==> src/tsd_map.svh <==
// Encodings and field positions for the trap and system-call decoder.
// Assumes a 32-bit instruction word and 64-bit general registers.
`ifndef TSD_MAP_SVH
`define TSD_MAP_SVH
`define TSD_MAJOR_HI       31
`define TSD_MAJOR_LO       26
`define TSD_FUNC_HI        5
`define TSD_FUNC_LO        0
`define TSD_SUB_HI         20
`define TSD_SUB_LO         16
`define TSD_RS_HI          25
`define TSD_RS_LO          21
`define TSD_RT_HI          20
`define TSD_RT_LO          16
`define TSD_IMM_HI         15
`define TSD_IMM_LO         0
`define TSD_OP_FUNC_CLASS  6'h00
`define TSD_OP_REG_IMM     6'h01
`define TSD_FN_SYSTEM_CALL_OP     6'h0c
`define TSD_FN_TRAP_EQ     6'h34
`define TSD_FN_TRAP_GE     6'h30
`define TSD_SUB_TRAP_EQI   5'h0c
`define TSD_RESP_IDLE      3'h0
`define TSD_EXC_UNUSED     2'h3
`define TSD_IMM_W          16
`define TSD_IMM_PAD        48
`endif

==> src/tsd_pkg.sv <==
// Types for the trap and system-call decoder.
// Assumes tsd_map.svh is compiled alongside.
package tsd_pkg;
  typedef struct packed {
    logic        valid;
    logic [31:0] instr;
    logic [63:0] rs_val;
    logic [63:0] rt_val;
  } tsd_req_t;

  typedef enum logic [1:0] {
    TSD_EXC_NONE    = 2'b00,
    TSD_EXC_SYSTEM_CALL_OP = 2'b01,
    TSD_EXC_TRAP    = 2'b10
  } tsd_exc_t;

  typedef struct packed {
    logic     valid;
    tsd_exc_t exc;
  } tsd_resp_t;
endpackage

==> src/tsd_top.sv <==
// Decodes one instruction per cycle and registers its exception result.
// Assumes the pipeline supplies operand values read for the instruction.
`timescale 1ns/1ps
`include "tsd_map.svh"
module tsd_top (
  // Clock and reset
  input  wire logic              mclk,
  input  wire logic              rst,
  // Request from pipeline
  input  wire tsd_pkg::tsd_req_t req,
  // Exception signal to exception logic
  output tsd_pkg::tsd_resp_t     resp
);
  wire logic [5:0]  major = req.instr[`TSD_MAJOR_HI:`TSD_MAJOR_LO];
  wire logic [5:0]  func  = req.instr[`TSD_FUNC_HI:`TSD_FUNC_LO];
  wire logic [4:0]  sub   = req.instr[`TSD_SUB_HI:`TSD_SUB_LO];
  // Only function, major and sub fields are decoded; code bits stay unseen
  wire logic        function_class_major_op     = (major == `TSD_OP_FUNC_CLASS);
  wire logic        register_immediate_major_op = (major == `TSD_OP_REG_IMM);
  wire logic        system_call_op    = function_class_major_op
                                        && (func == `TSD_FN_SYSTEM_CALL_OP);
  wire logic        trap_equal_op     = function_class_major_op
                                        && (func == `TSD_FN_TRAP_EQ);
  wire logic        trap_ge_signed_op = function_class_major_op
                                        && (func == `TSD_FN_TRAP_GE);
  wire logic        trap_equal_imm_op = register_immediate_major_op
                                        && (sub == `TSD_SUB_TRAP_EQI);
  // Shared by the datapath and the shadow decode below
  function automatic logic [63:0] tsd_sext16(input logic [`TSD_IMM_W-1:0] imm);
    return {{`TSD_IMM_PAD{imm[`TSD_IMM_W-1]}}, imm};
  endfunction

  wire logic [63:0] imm_wide = tsd_sext16(req.instr[`TSD_IMM_HI:`TSD_IMM_LO]);
  // Immediate form compares against the widened immediate instead of rt
  wire logic [63:0] rhs = trap_equal_imm_op ? imm_wide : req.rt_val;
  wire logic        cmp_eq;
  wire logic        cmp_ge;

  tsd_compare u_cmp (
    .lhs       (req.rs_val),
    .rhs       (rhs),
    .equal     (cmp_eq),
    .ge_signed (cmp_ge)
  );

  wire logic trap_hit = (trap_equal_op && cmp_eq)
                     || (trap_equal_imm_op && cmp_eq)
                     || (trap_ge_signed_op && cmp_ge);
  tsd_pkg::tsd_resp_t next_resp;

  always_comb begin
    next_resp.valid = req.valid;
    next_resp.exc   = tsd_pkg::TSD_EXC_NONE;
    if (req.valid && system_call_op) begin
      next_resp.exc = tsd_pkg::TSD_EXC_SYSTEM_CALL_OP;
    end else if (req.valid && trap_hit) begin
      next_resp.exc = tsd_pkg::TSD_EXC_TRAP;
    end
  end

  always_ff @(posedge mclk) begin
    if (rst) begin
      resp <= `TSD_RESP_IDLE;
    end else begin
      resp <= next_resp;
    end
  end

  // Assertions
  AST_SYSTEM_CALL_OP: assert property (@(posedge mclk) disable iff (rst)
    req.valid && req.instr[31:26] == 6'h00 && req.instr[5:0] == 6'h0c
    |=> resp.exc == tsd_pkg::TSD_EXC_SYSTEM_CALL_OP) else $error("system_call_op missed");
  AST_SYSTEM_CALL_OP_UNCOND: assert property (@(posedge mclk) disable iff (rst)
    req.valid && system_call_op |=> resp.valid && resp.exc != tsd_pkg::TSD_EXC_NONE)
    else $error("system_call_op not raised");
  AST_CODE_IGNORED: assert property (@(posedge mclk) disable iff (rst)
    req.valid && system_call_op |=> resp.exc == tsd_pkg::TSD_EXC_SYSTEM_CALL_OP)
    else $error("system_call_op code affected result");
  AST_TEQ: assert property (@(posedge mclk) disable iff (rst)
    req.valid && trap_equal_op
    |=> (resp.exc == tsd_pkg::TSD_EXC_TRAP) == $past(req.rs_val == req.rt_val))
    else $error("reg equal trap wrong");
  AST_TRAP_EQUAL_IMM_OP: assert property (@(posedge mclk) disable iff (rst)
    req.valid && trap_equal_imm_op
    |=> (resp.exc == tsd_pkg::TSD_EXC_TRAP)
        == $past(req.rs_val == {{48{req.instr[15]}}, req.instr[15:0]}))
    else $error("imm equal trap wrong");
  AST_TGE: assert property (@(posedge mclk) disable iff (rst)
    req.valid && trap_ge_signed_op
    |=> (resp.exc == tsd_pkg::TSD_EXC_TRAP) == $past($signed(req.rs_val) >= $signed(req.rt_val)))
    else $error("signed ge trap wrong");
  AST_CODE_FREE: assert property (@(posedge mclk) disable iff (rst)
    req.valid && (trap_equal_op || trap_ge_signed_op) && req.rs_val == req.rt_val
    |=> resp.exc == tsd_pkg::TSD_EXC_TRAP) else $error("code field changed trap");
  AST_WIDE: assert property (@(posedge mclk) disable iff (rst)
    req.valid && trap_equal_op && req.rs_val[31:0] == req.rt_val[31:0]
    && req.rs_val[63:32] != req.rt_val[63:32]
    |=> resp.exc == tsd_pkg::TSD_EXC_NONE) else $error("upper bits not compared");
  AST_NO_VALID_NO_EXC: assert property (@(posedge mclk) disable iff (rst)
    !req.valid |=> !resp.valid && resp.exc == tsd_pkg::TSD_EXC_NONE)
    else $error("exception without request");
  COV_SYSTEM_CALL_OP: cover property (@(posedge mclk) disable iff (rst)
    resp.exc == tsd_pkg::TSD_EXC_SYSTEM_CALL_OP);
  COV_TRAP_IMM: cover property (@(posedge mclk) disable iff (rst)
    req.valid && trap_equal_imm_op ##1 resp.exc == tsd_pkg::TSD_EXC_TRAP);
  COV_TGE_NOTRAP: cover property (@(posedge mclk) disable iff (rst)
    req.valid && trap_ge_signed_op ##1 resp.exc == tsd_pkg::TSD_EXC_NONE);
  COV_TEQ_TRAP: cover property (@(posedge mclk) disable iff (rst)
    req.valid && trap_equal_op ##1 resp.exc == tsd_pkg::TSD_EXC_TRAP);
  COV_BACK_TO_BACK: cover property (@(posedge mclk) disable iff (rst)
    req.valid ##1 req.valid && resp.valid);

  // Shadow decode, built straight from the raw fields.
  // A slip in the named decode wires shows up as a mismatch with resp.
  wire logic [5:0]  ref_major  = req.instr[`TSD_MAJOR_HI:`TSD_MAJOR_LO];
  wire logic [5:0]  ref_func   = req.instr[`TSD_FUNC_HI:`TSD_FUNC_LO];
  wire logic [4:0]  ref_sub    = req.instr[`TSD_SUB_HI:`TSD_SUB_LO];
  wire logic        ref_class0 = (ref_major == `TSD_OP_FUNC_CLASS);
  wire logic        ref_class1 = (ref_major == `TSD_OP_REG_IMM);
  wire logic        ref_sys    = ref_class0 && (ref_func == `TSD_FN_SYSTEM_CALL_OP);
  wire logic        ref_teq    = ref_class0 && (ref_func == `TSD_FN_TRAP_EQ)
                                 && (req.rs_val == req.rt_val);
  wire logic        ref_trap_equal_imm_op   = ref_class1 && (ref_sub == `TSD_SUB_TRAP_EQI)
                                 && (req.rs_val == tsd_sext16(req.instr[`TSD_IMM_HI:`TSD_IMM_LO]));
  wire logic        ref_tge    = ref_class0 && (ref_func == `TSD_FN_TRAP_GE)
                                 && ($signed(req.rs_val) >= $signed(req.rt_val));
  wire logic        ref_trap   = ref_teq || ref_trap_equal_imm_op || ref_tge;
  wire tsd_pkg::tsd_exc_t ref_exc = !req.valid ? tsd_pkg::TSD_EXC_NONE
                                  : ref_sys    ? tsd_pkg::TSD_EXC_SYSTEM_CALL_OP
                                  : ref_trap   ? tsd_pkg::TSD_EXC_TRAP
                                  : tsd_pkg::TSD_EXC_NONE;
  tsd_pkg::tsd_exc_t ref_exc_q;
  logic              ref_valid_q;

  always_ff @(posedge mclk) begin
    if (rst) begin
      ref_exc_q   <= tsd_pkg::TSD_EXC_NONE;
      ref_valid_q <= 1'b0;
    end else begin
      ref_exc_q   <= ref_exc;
      ref_valid_q <= req.valid;
    end
  end

  // Whole-result check against the shadow; catches priority slips too
  AST_REF_MATCH: assert property (@(posedge mclk) disable iff (rst)
    resp.exc == ref_exc_q && resp.valid == ref_valid_q)
    else $error("result differs from shadow decode");
  // Held reset must leave the exception line quiet
  AST_RESET_IDLE: assert property (@(posedge mclk)
    rst |=> resp == `TSD_RESP_IDLE)
    else $error("result not idle after reset");
  AST_VALID_ECHO: assert property (@(posedge mclk) disable iff (rst)
    1'b1 |=> resp.valid == $past(req.valid))
    else $error("valid not echoed one cycle later");
  AST_EXC_LEGAL: assert property (@(posedge mclk) disable iff (rst)
    resp.exc != `TSD_EXC_UNUSED)
    else $error("unused exception code");
  // Only the covered encodings may raise anything
  AST_TRAP_NEEDS_DECODE: assert property (@(posedge mclk) disable iff (rst)
    req.valid && !(trap_equal_op || trap_equal_imm_op || trap_ge_signed_op)
    |=> resp.exc != tsd_pkg::TSD_EXC_TRAP)
    else $error("trap without trap encoding");
  AST_SYSTEM_CALL_OP_NEEDS_DECODE: assert property (@(posedge mclk) disable iff (rst)
    req.valid && !system_call_op |=> resp.exc != tsd_pkg::TSD_EXC_SYSTEM_CALL_OP)
    else $error("system call without its encoding");
  AST_TEQ_UNEQUAL: assert property (@(posedge mclk) disable iff (rst)
    req.valid && trap_equal_op && req.rs_val != req.rt_val
    |=> resp.exc == tsd_pkg::TSD_EXC_NONE)
    else $error("unequal registers trapped");
  // Immediate form must not look at the second register at all
  AST_TRAP_EQUAL_IMM_OP_NO_RT: assert property (@(posedge mclk) disable iff (rst)
    req.valid && trap_equal_imm_op && req.rs_val == imm_wide && req.rt_val != imm_wide
    |=> resp.exc == tsd_pkg::TSD_EXC_TRAP)
    else $error("immediate trap used second register");
  AST_TRAP_EQUAL_IMM_OP_WIDE: assert property (@(posedge mclk) disable iff (rst)
    req.valid && trap_equal_imm_op && req.rs_val[15:0] == req.instr[15:0]
    && req.rs_val[63:16] != {48{req.instr[15]}}
    |=> resp.exc == tsd_pkg::TSD_EXC_NONE)
    else $error("immediate upper bits not compared");
  // Sign matters: negative first operand never reaches a positive second
  AST_TGE_SIGN: assert property (@(posedge mclk) disable iff (rst)
    req.valid && trap_ge_signed_op && req.rs_val[63] && !req.rt_val[63]
    |=> resp.exc == tsd_pkg::TSD_EXC_NONE)
    else $error("signed compare treated as unsigned");
  AST_TGE_POS_NEG: assert property (@(posedge mclk) disable iff (rst)
    req.valid && trap_ge_signed_op && !req.rs_val[63] && req.rt_val[63]
    |=> resp.exc == tsd_pkg::TSD_EXC_TRAP)
    else $error("positive over negative not trapped");
  // Nonzero code bits 15..6 must not block an equal-register trap
  AST_CODE_BITS_FREE: assert property (@(posedge mclk) disable iff (rst)
    req.valid && trap_equal_op && req.instr[15:6] != 10'h000 && req.rs_val == req.rt_val
    |=> resp.exc == tsd_pkg::TSD_EXC_TRAP)
    else $error("nonzero code field blocked trap");
  AST_SYSTEM_CALL_OP_PARAM_FREE: assert property (@(posedge mclk) disable iff (rst)
    req.valid && system_call_op && req.instr[25:6] != 20'h00000
    |=> resp.exc == tsd_pkg::TSD_EXC_SYSTEM_CALL_OP && resp.valid)
    else $error("parameter field changed system call");
endmodule

==> src/tsd_compare.sv <==
// Signed comparator for trap evaluation, full 64-bit operands.
// Assumes operands already widened by the caller.
`timescale 1ns/1ps
module tsd_compare (
  // Operands
  input  wire logic [63:0] lhs,
  input  wire logic [63:0] rhs,
  // Results
  output wire logic        equal,
  output wire logic        ge_signed
);
  assign equal     = (lhs == rhs);
  assign ge_signed = ($signed(lhs) >= $signed(rhs));
endmodule

==> config.mk <==
export PLATFORM = sky130hd
export DESIGN_NAME = tsd_top
export DESIGN_NICKNAME = d
export VERILOG_FILES = /design/src/tsd_pkg.sv /design/src/tsd_top.sv /design/src/tsd_compare.sv
export VERILOG_INCLUDE_DIRS = /design/src /design/src/src
export SDC_FILE = /design/constraint.sdc
export NUM_CORES = 1
export LEC_CHECK = 0
export BUFFER_PORTS_ARGS = -buffer_cell sky130_fd_sc_hd__buf_2
export CELL_PAD_IN_SITES_DETAIL_PLACEMENT = 1
export CELL_PAD_IN_SITES_GLOBAL_PLACEMENT = 1
export CORE_AREA = 2 2 96 98
export DETAILED_ROUTE_END_ITERATION = 8
export DIE_AREA = 0 0 98 100
export HOLD_SLACK_MARGIN = 0.02
export PLACE_DENSITY = 0.78
export SYNTH_ARGS = -nofsm -noshare
export SYNTH_HDL_FRONTEND = slang
export SYNTH_SLANG_ARGS = --single-unit
==> constraint.sdc <==
create_clock -name mclk -period 3.24 [get_ports mclk]
set_input_delay 0.162 -clock mclk [delete_from_list [all_inputs] [get_ports mclk]]
set_output_delay 0.162 -clock mclk [all_outputs]
set_load 0.01 [all_outputs]
Word level (Yosys, flattened, before mapping) --
Index checks and enable logic that the tools add are counted.
Word-level totals: register bits after elaboration 3, input bits 163, output and inout port bits 3, logic and storage cells 26
Cells by class: magnitude comparators 1, equality and inequality tests 6, multiplexer cells 3, reductions and logical operators 13
Operator list (count):
- $eq 64x64->1 | 1
- $ge 64x64->1 | 1
- $mux 64 | 1
- $eq 6x6->1 const B | 2
- $logic_and 1x1->1 | 9
- $eq 6x1->1 const B | 1
- $eq 6x4->1 const B | 1
- $logic_not 6->1 | 1
- $eq 5x4->1 const B | 1
- $logic_or 1x1->1 | 2
- $mux 2 | 1
- $reduce_or 2->1 | 1
- $mux 1 | 1

Depth between registers and ports, before layout --
depth after elaboration 10, depth in mapped cells 16, mapped depth without buffers 13

Hierarchy --
From an unflattened synthesis, not the netlist that was laid out.
Second synthesis, totals: cell total of the unflattened synthesis 329, area total of the unflattened synthesis 2577.5 sq um
Modules (own cells, without submodules):
- tsd_compare | instances 1, cells an instance 232, area each 1695.4 sq um, seq. area each 0.0 sq um
- tsd_top | instances 1, cells an instance 97, area each 882.1 sq um, seq. area each 60.1 sq um

Worst setup path before layout --
OpenSTA, ideal clock, no wires.
kind input port to flip-flop, start point input req[158] (netlist name), end point register resp[1] (netlist name), setup time 0.101 ns, arrival 3.314 ns, data required time 3.139 ns, slack -0.175 ns, stages 16, buffers on the path 3, path through or4_1 -> nor2_1 -> and3_1 -> clkbuf_1 -> buf_2 -> buf_2 -> a21oi_1 -> ha_1 -> nand4_1 -> nor3_1 -> nand2_1 -> or4_4 -> a21o_1 -> o2111ai_1 -> xor2_1 -> o41ai_1
Between the ends: longest elaborated chain between the ends 9, elaborated cells between the ends (all ways) 18, those cells by class order compare: 1; eq/ne: 2; mux: 2; reduce/logical: 13
Ends and longest elaborated chain:
- from (decl) | RTL line tsd_top.sv:10 | input wire tsd_pkg::tsd_req_t req,
- parallel branches: the longest is 9 deep, another holds $ge 64x64->1
- to (signal assigned) | RTL line tsd_top.sv:63 | resp <= `TSD_RESP_IDLE;
- to (signal assigned) | RTL line tsd_top.sv:65 | resp <= next_resp;
- to (decl) | RTL line tsd_top.sv:12 | output tsd_pkg::tsd_resp_t resp
Several ways; the timed one is not identified. A chain may end at the register's enable or synchronous reset.

Worst setup path after layout --
start point input req[156] (netlist name), end point register resp[1] (netlist name)
Same word-level chain as after synthesis.

==> implementation parameters <==
Parameter                              Value

Status
  Outcome ... finished, violations left
  Violated checks ... negative setup slack

Die
  Number of cell rows ... 35
  Area enclosed by the die boundary ... between 9000 and 10000 um2
  Overall die height ... 100 um
  I/O pins ... between 150 and 200
  Std-Cell Core Area ... 8890 um2
  X dimension of the die ... 98 um
  Starting density of the core ... 0.223

STA
  FMAX ... 295 MHz
  Final-report hold violation count ... 0
  Worst-case headroom to the max-slew limit ... 0.739
  Tcrit/Tclk final ... 1.05
  Fin worst setup slack ... -0.150 ns
  Final Critical Period ... between 3 and 4 ns
  Count of pins over their slew limit ... 0
  Setup violators final ... 1
  Setup repair after global routing missed its margin ... yes
  Worst slew pin tran ... 0.387 ns

Finish
  Leading cell type in the layout, fill and taps excluded ... buf_2
  Cell area after layout ... ~3400 um2
  Largest registers in the final layout ... resp: 3 flops
  Commonest cells after routing, fill and taps aside ... buf_2 (159), a21oi_1 (68), ha_1 (64)
  Number of fillers in the final layout ... 1136
  Net count reported at finish ... 683
  Synthesis-to-finish area growth ... 73.0%
  ANT cells ... 0
  Largest reg by FF count ... resp
  Fraction of final layout cells sized beyond drive strength 1 ... 0.497
  Max reg flops ... 3

Clock network
  H-tree depth reported by CTS ... 1
  Clock-pin slew of the registers on the worst-case setup and hold paths ... 0.03 ns
  CTS tree ... done
  Number of hold-repair buffers added at the cts stage ... 0
  Number of sinks driven by the clock tree ... 3
  Buffer depth of the longest clock path ... 2
  Number of buffers created by CTS ... 3
  Clock tree root driver cell ... clkbuf_8

Synthesis
  Cells after synthesis ... 262
  Synthesized flop and latch total ... 3
  Mapped cell area ... roughly 2000 um2
  Post-synthesis async set-or-reset flop share ... 0
  Top FF cell, synth ... dfxtp_1
  Synthesized netlist net count ... slightly below 500
  Number of warnings reported in the yosys synthesis log ... 0
  Count of flip-flops with a built-in enable after synthesis ... 0
  Avg Synthesized Cell Area ... 7.56 um2
  Unique cell type count in the Yosys netlist ... 36
  Share of the yosys chip area belonging to registers ... 0.0303

Global routing
  Vias in the first global route ... 3001
  Number of antenna violations at the first check in global routing ... 0
  Wire length of the first global-routing pass ... 13200 um
  Congestion Overflow GR ... 0
  Largest net degree at the start of global routing ... 27
  Total routing usage reported by global routing ... 0.163

Placement
  Placement-stage worst setup slack ... -0.327 ns
  Post-Place Cell Area ... about 3100 um2
  RD Place Congestion ... 0.847
  Number of input and output port buffers inserted ... 160
  Hpwl dp ... 7300 um

Routing
  Ratio of routed vias to standard cells ... slightly below 5
  Via count of the routed design ... 2810
  Pre-Repair DR Iteration Count ... 4
  Wire per inst ... 15.6 um
  Total Routed Length ... 8830 um
  Post-route DRC ... 0
  Initial DRC count ... 35
  Number of routed nets with antenna violations ... 0

Pwr
  Power Density ... 136 nW/um2
  Maximum ir drop on the vdd rail ... ~0.07 mV
  Total Power ... 468 uW
  Leakage ... around 0.0019 uW

Critical path
  Required time at the endpoint of the critical path ... 3.36 ns
  Startpoint-to-endpoint class of the critical path ... in -> reg
  Highest net fanout along the worst path ... 6
  Element type at the critical path end ... flop
  Startpoint type of the worst setup path ... input pin
  CP Data Arrival Time ... 3.51 ns

Hold path
  Type of the worst min-delay path ... in -> reg

Flow run
  Number of max-cap violations ... 0
repair_timing:
action                     CTS  global route
cloned                       0             3
buffers inserted             1            12
setup endpoints to repair    1             1
resized for setup            4            19
pin swaps                    5            21
stage by stage:
stage / setup TNS, ns / std cells / utilization / hold slack (ns)
finish: -0.150 / 566 / 0.386 / 0.118
detailed placement: -0.327 / 546 / 0.350 / 0.343
CTS: 0 / 551 / 0.357 / 0.114
global route: -0.312 / 566 / 0.386 / 0.127
global placement: -0.202 / 546 / 0.350 / 0.340
floorplan: 0 / 262 / - / 0.234
cells by family after synthesis:
kind of cell             count (synthesis)  synth area share
AND/OR/NAND/NOR                         64             0.175
buffers and inverters                   14            0.0284
XOR/XNOR                                 1           0.00442
flip-flops                               3            0.0303
AO/OA/AOI/OAI                          101             0.282
multiplexers                            15            0.0764
adder cells (fa/ha/maj)                 64             0.404
synthesized netlist by cell type, types with 2 or more instances:
| cell type | number | area, um2 |
|---|---|---|
| a211oi_1 | 4 | 30.0 |
| a21o_1 | 8 | 60.1 |
| a21oi_1 | 74 | 370 |
| buf_2 | 3 | 15.0 |
| clkbuf_1 | 9 | 33.8 |
| dfxtp_1 | 3 | 60.1 |
| ha_1 | 64 | 801 |
| inv_1 | 2 | 7.51 |
| mux2i_1 | 14 | 140 |
| nand2_1 | 17 | 63.8 |
| nand3_1 | 6 | 30.0 |
| nand4_1 | 14 | 87.6 |
| nor2_1 | 10 | 37.5 |
| nor2b_1 | 3 | 18.8 |
| nor3_1 | 3 | 15.0 |
| o21ai_0 | 8 | 40.0 |
per-layer routing:
metal / global-route usage / vias up / share of wire
met5: 0 / - / 0
met4: 0.0459 / 0 / 0.023
li1: - / 1409 / -
met3: 0.0279 / 17 / 0.065
met2: 0.327 / 121 / 0.52
met1: 0.174 / 1263 / 0.40
layout make-up:
type | count | area [um2] | share of cell area
clock buffer | 4 | 45.0 | 0.0131
inverter | 2 | 7.51 | 0.00219
tap | 111 | 139 | 0.0405
multi-input combinational | 245 | 1950 | 0.568
sequential | 3 | 60.1 | 0.0175
timing repair buffer | 201 | 1230 | 0.358
where the power goes:
part / internal, uW / leakage (uW) / switching [uW] / total (uW)
sequential: 37.9 / 0.0000244 / 0.104 / 38.0
combinational: 173 / 0.00184 / 147 / 320
clock: 84.0 / 0.0000228 / 26.0 / 110
total: 295 / 0.00189 / 173 / 468
critical path: stages:
cell	delay (ns)
buf_6	0.09
or4_4	0.53
nor2_4	0.13
and3_4	0.23
buf_12	0.12
buf_12	0.11
a21oi_1	0.05
ha_1	0.30
nand4_1	0.18
nor3_4	0.25
nand3_2	0.11
or4_4	0.53
a21o_1	0.19
o2111ai_2	0.08
xor2_1	0.11
o41ai_2	0.33
path summary, 6_finish.rpt:
check | startpoint | to | slack [ns] | cells after the start
worst max-delay path | req[156] | resp[1]$_SDFF_PP0_ | -0.15 | 16
worst min-delay path | rst | resp[0]$_SDFF_PP0_ | 0.12 | 2
Note: power is estimated with default switching activity, not from simulation.
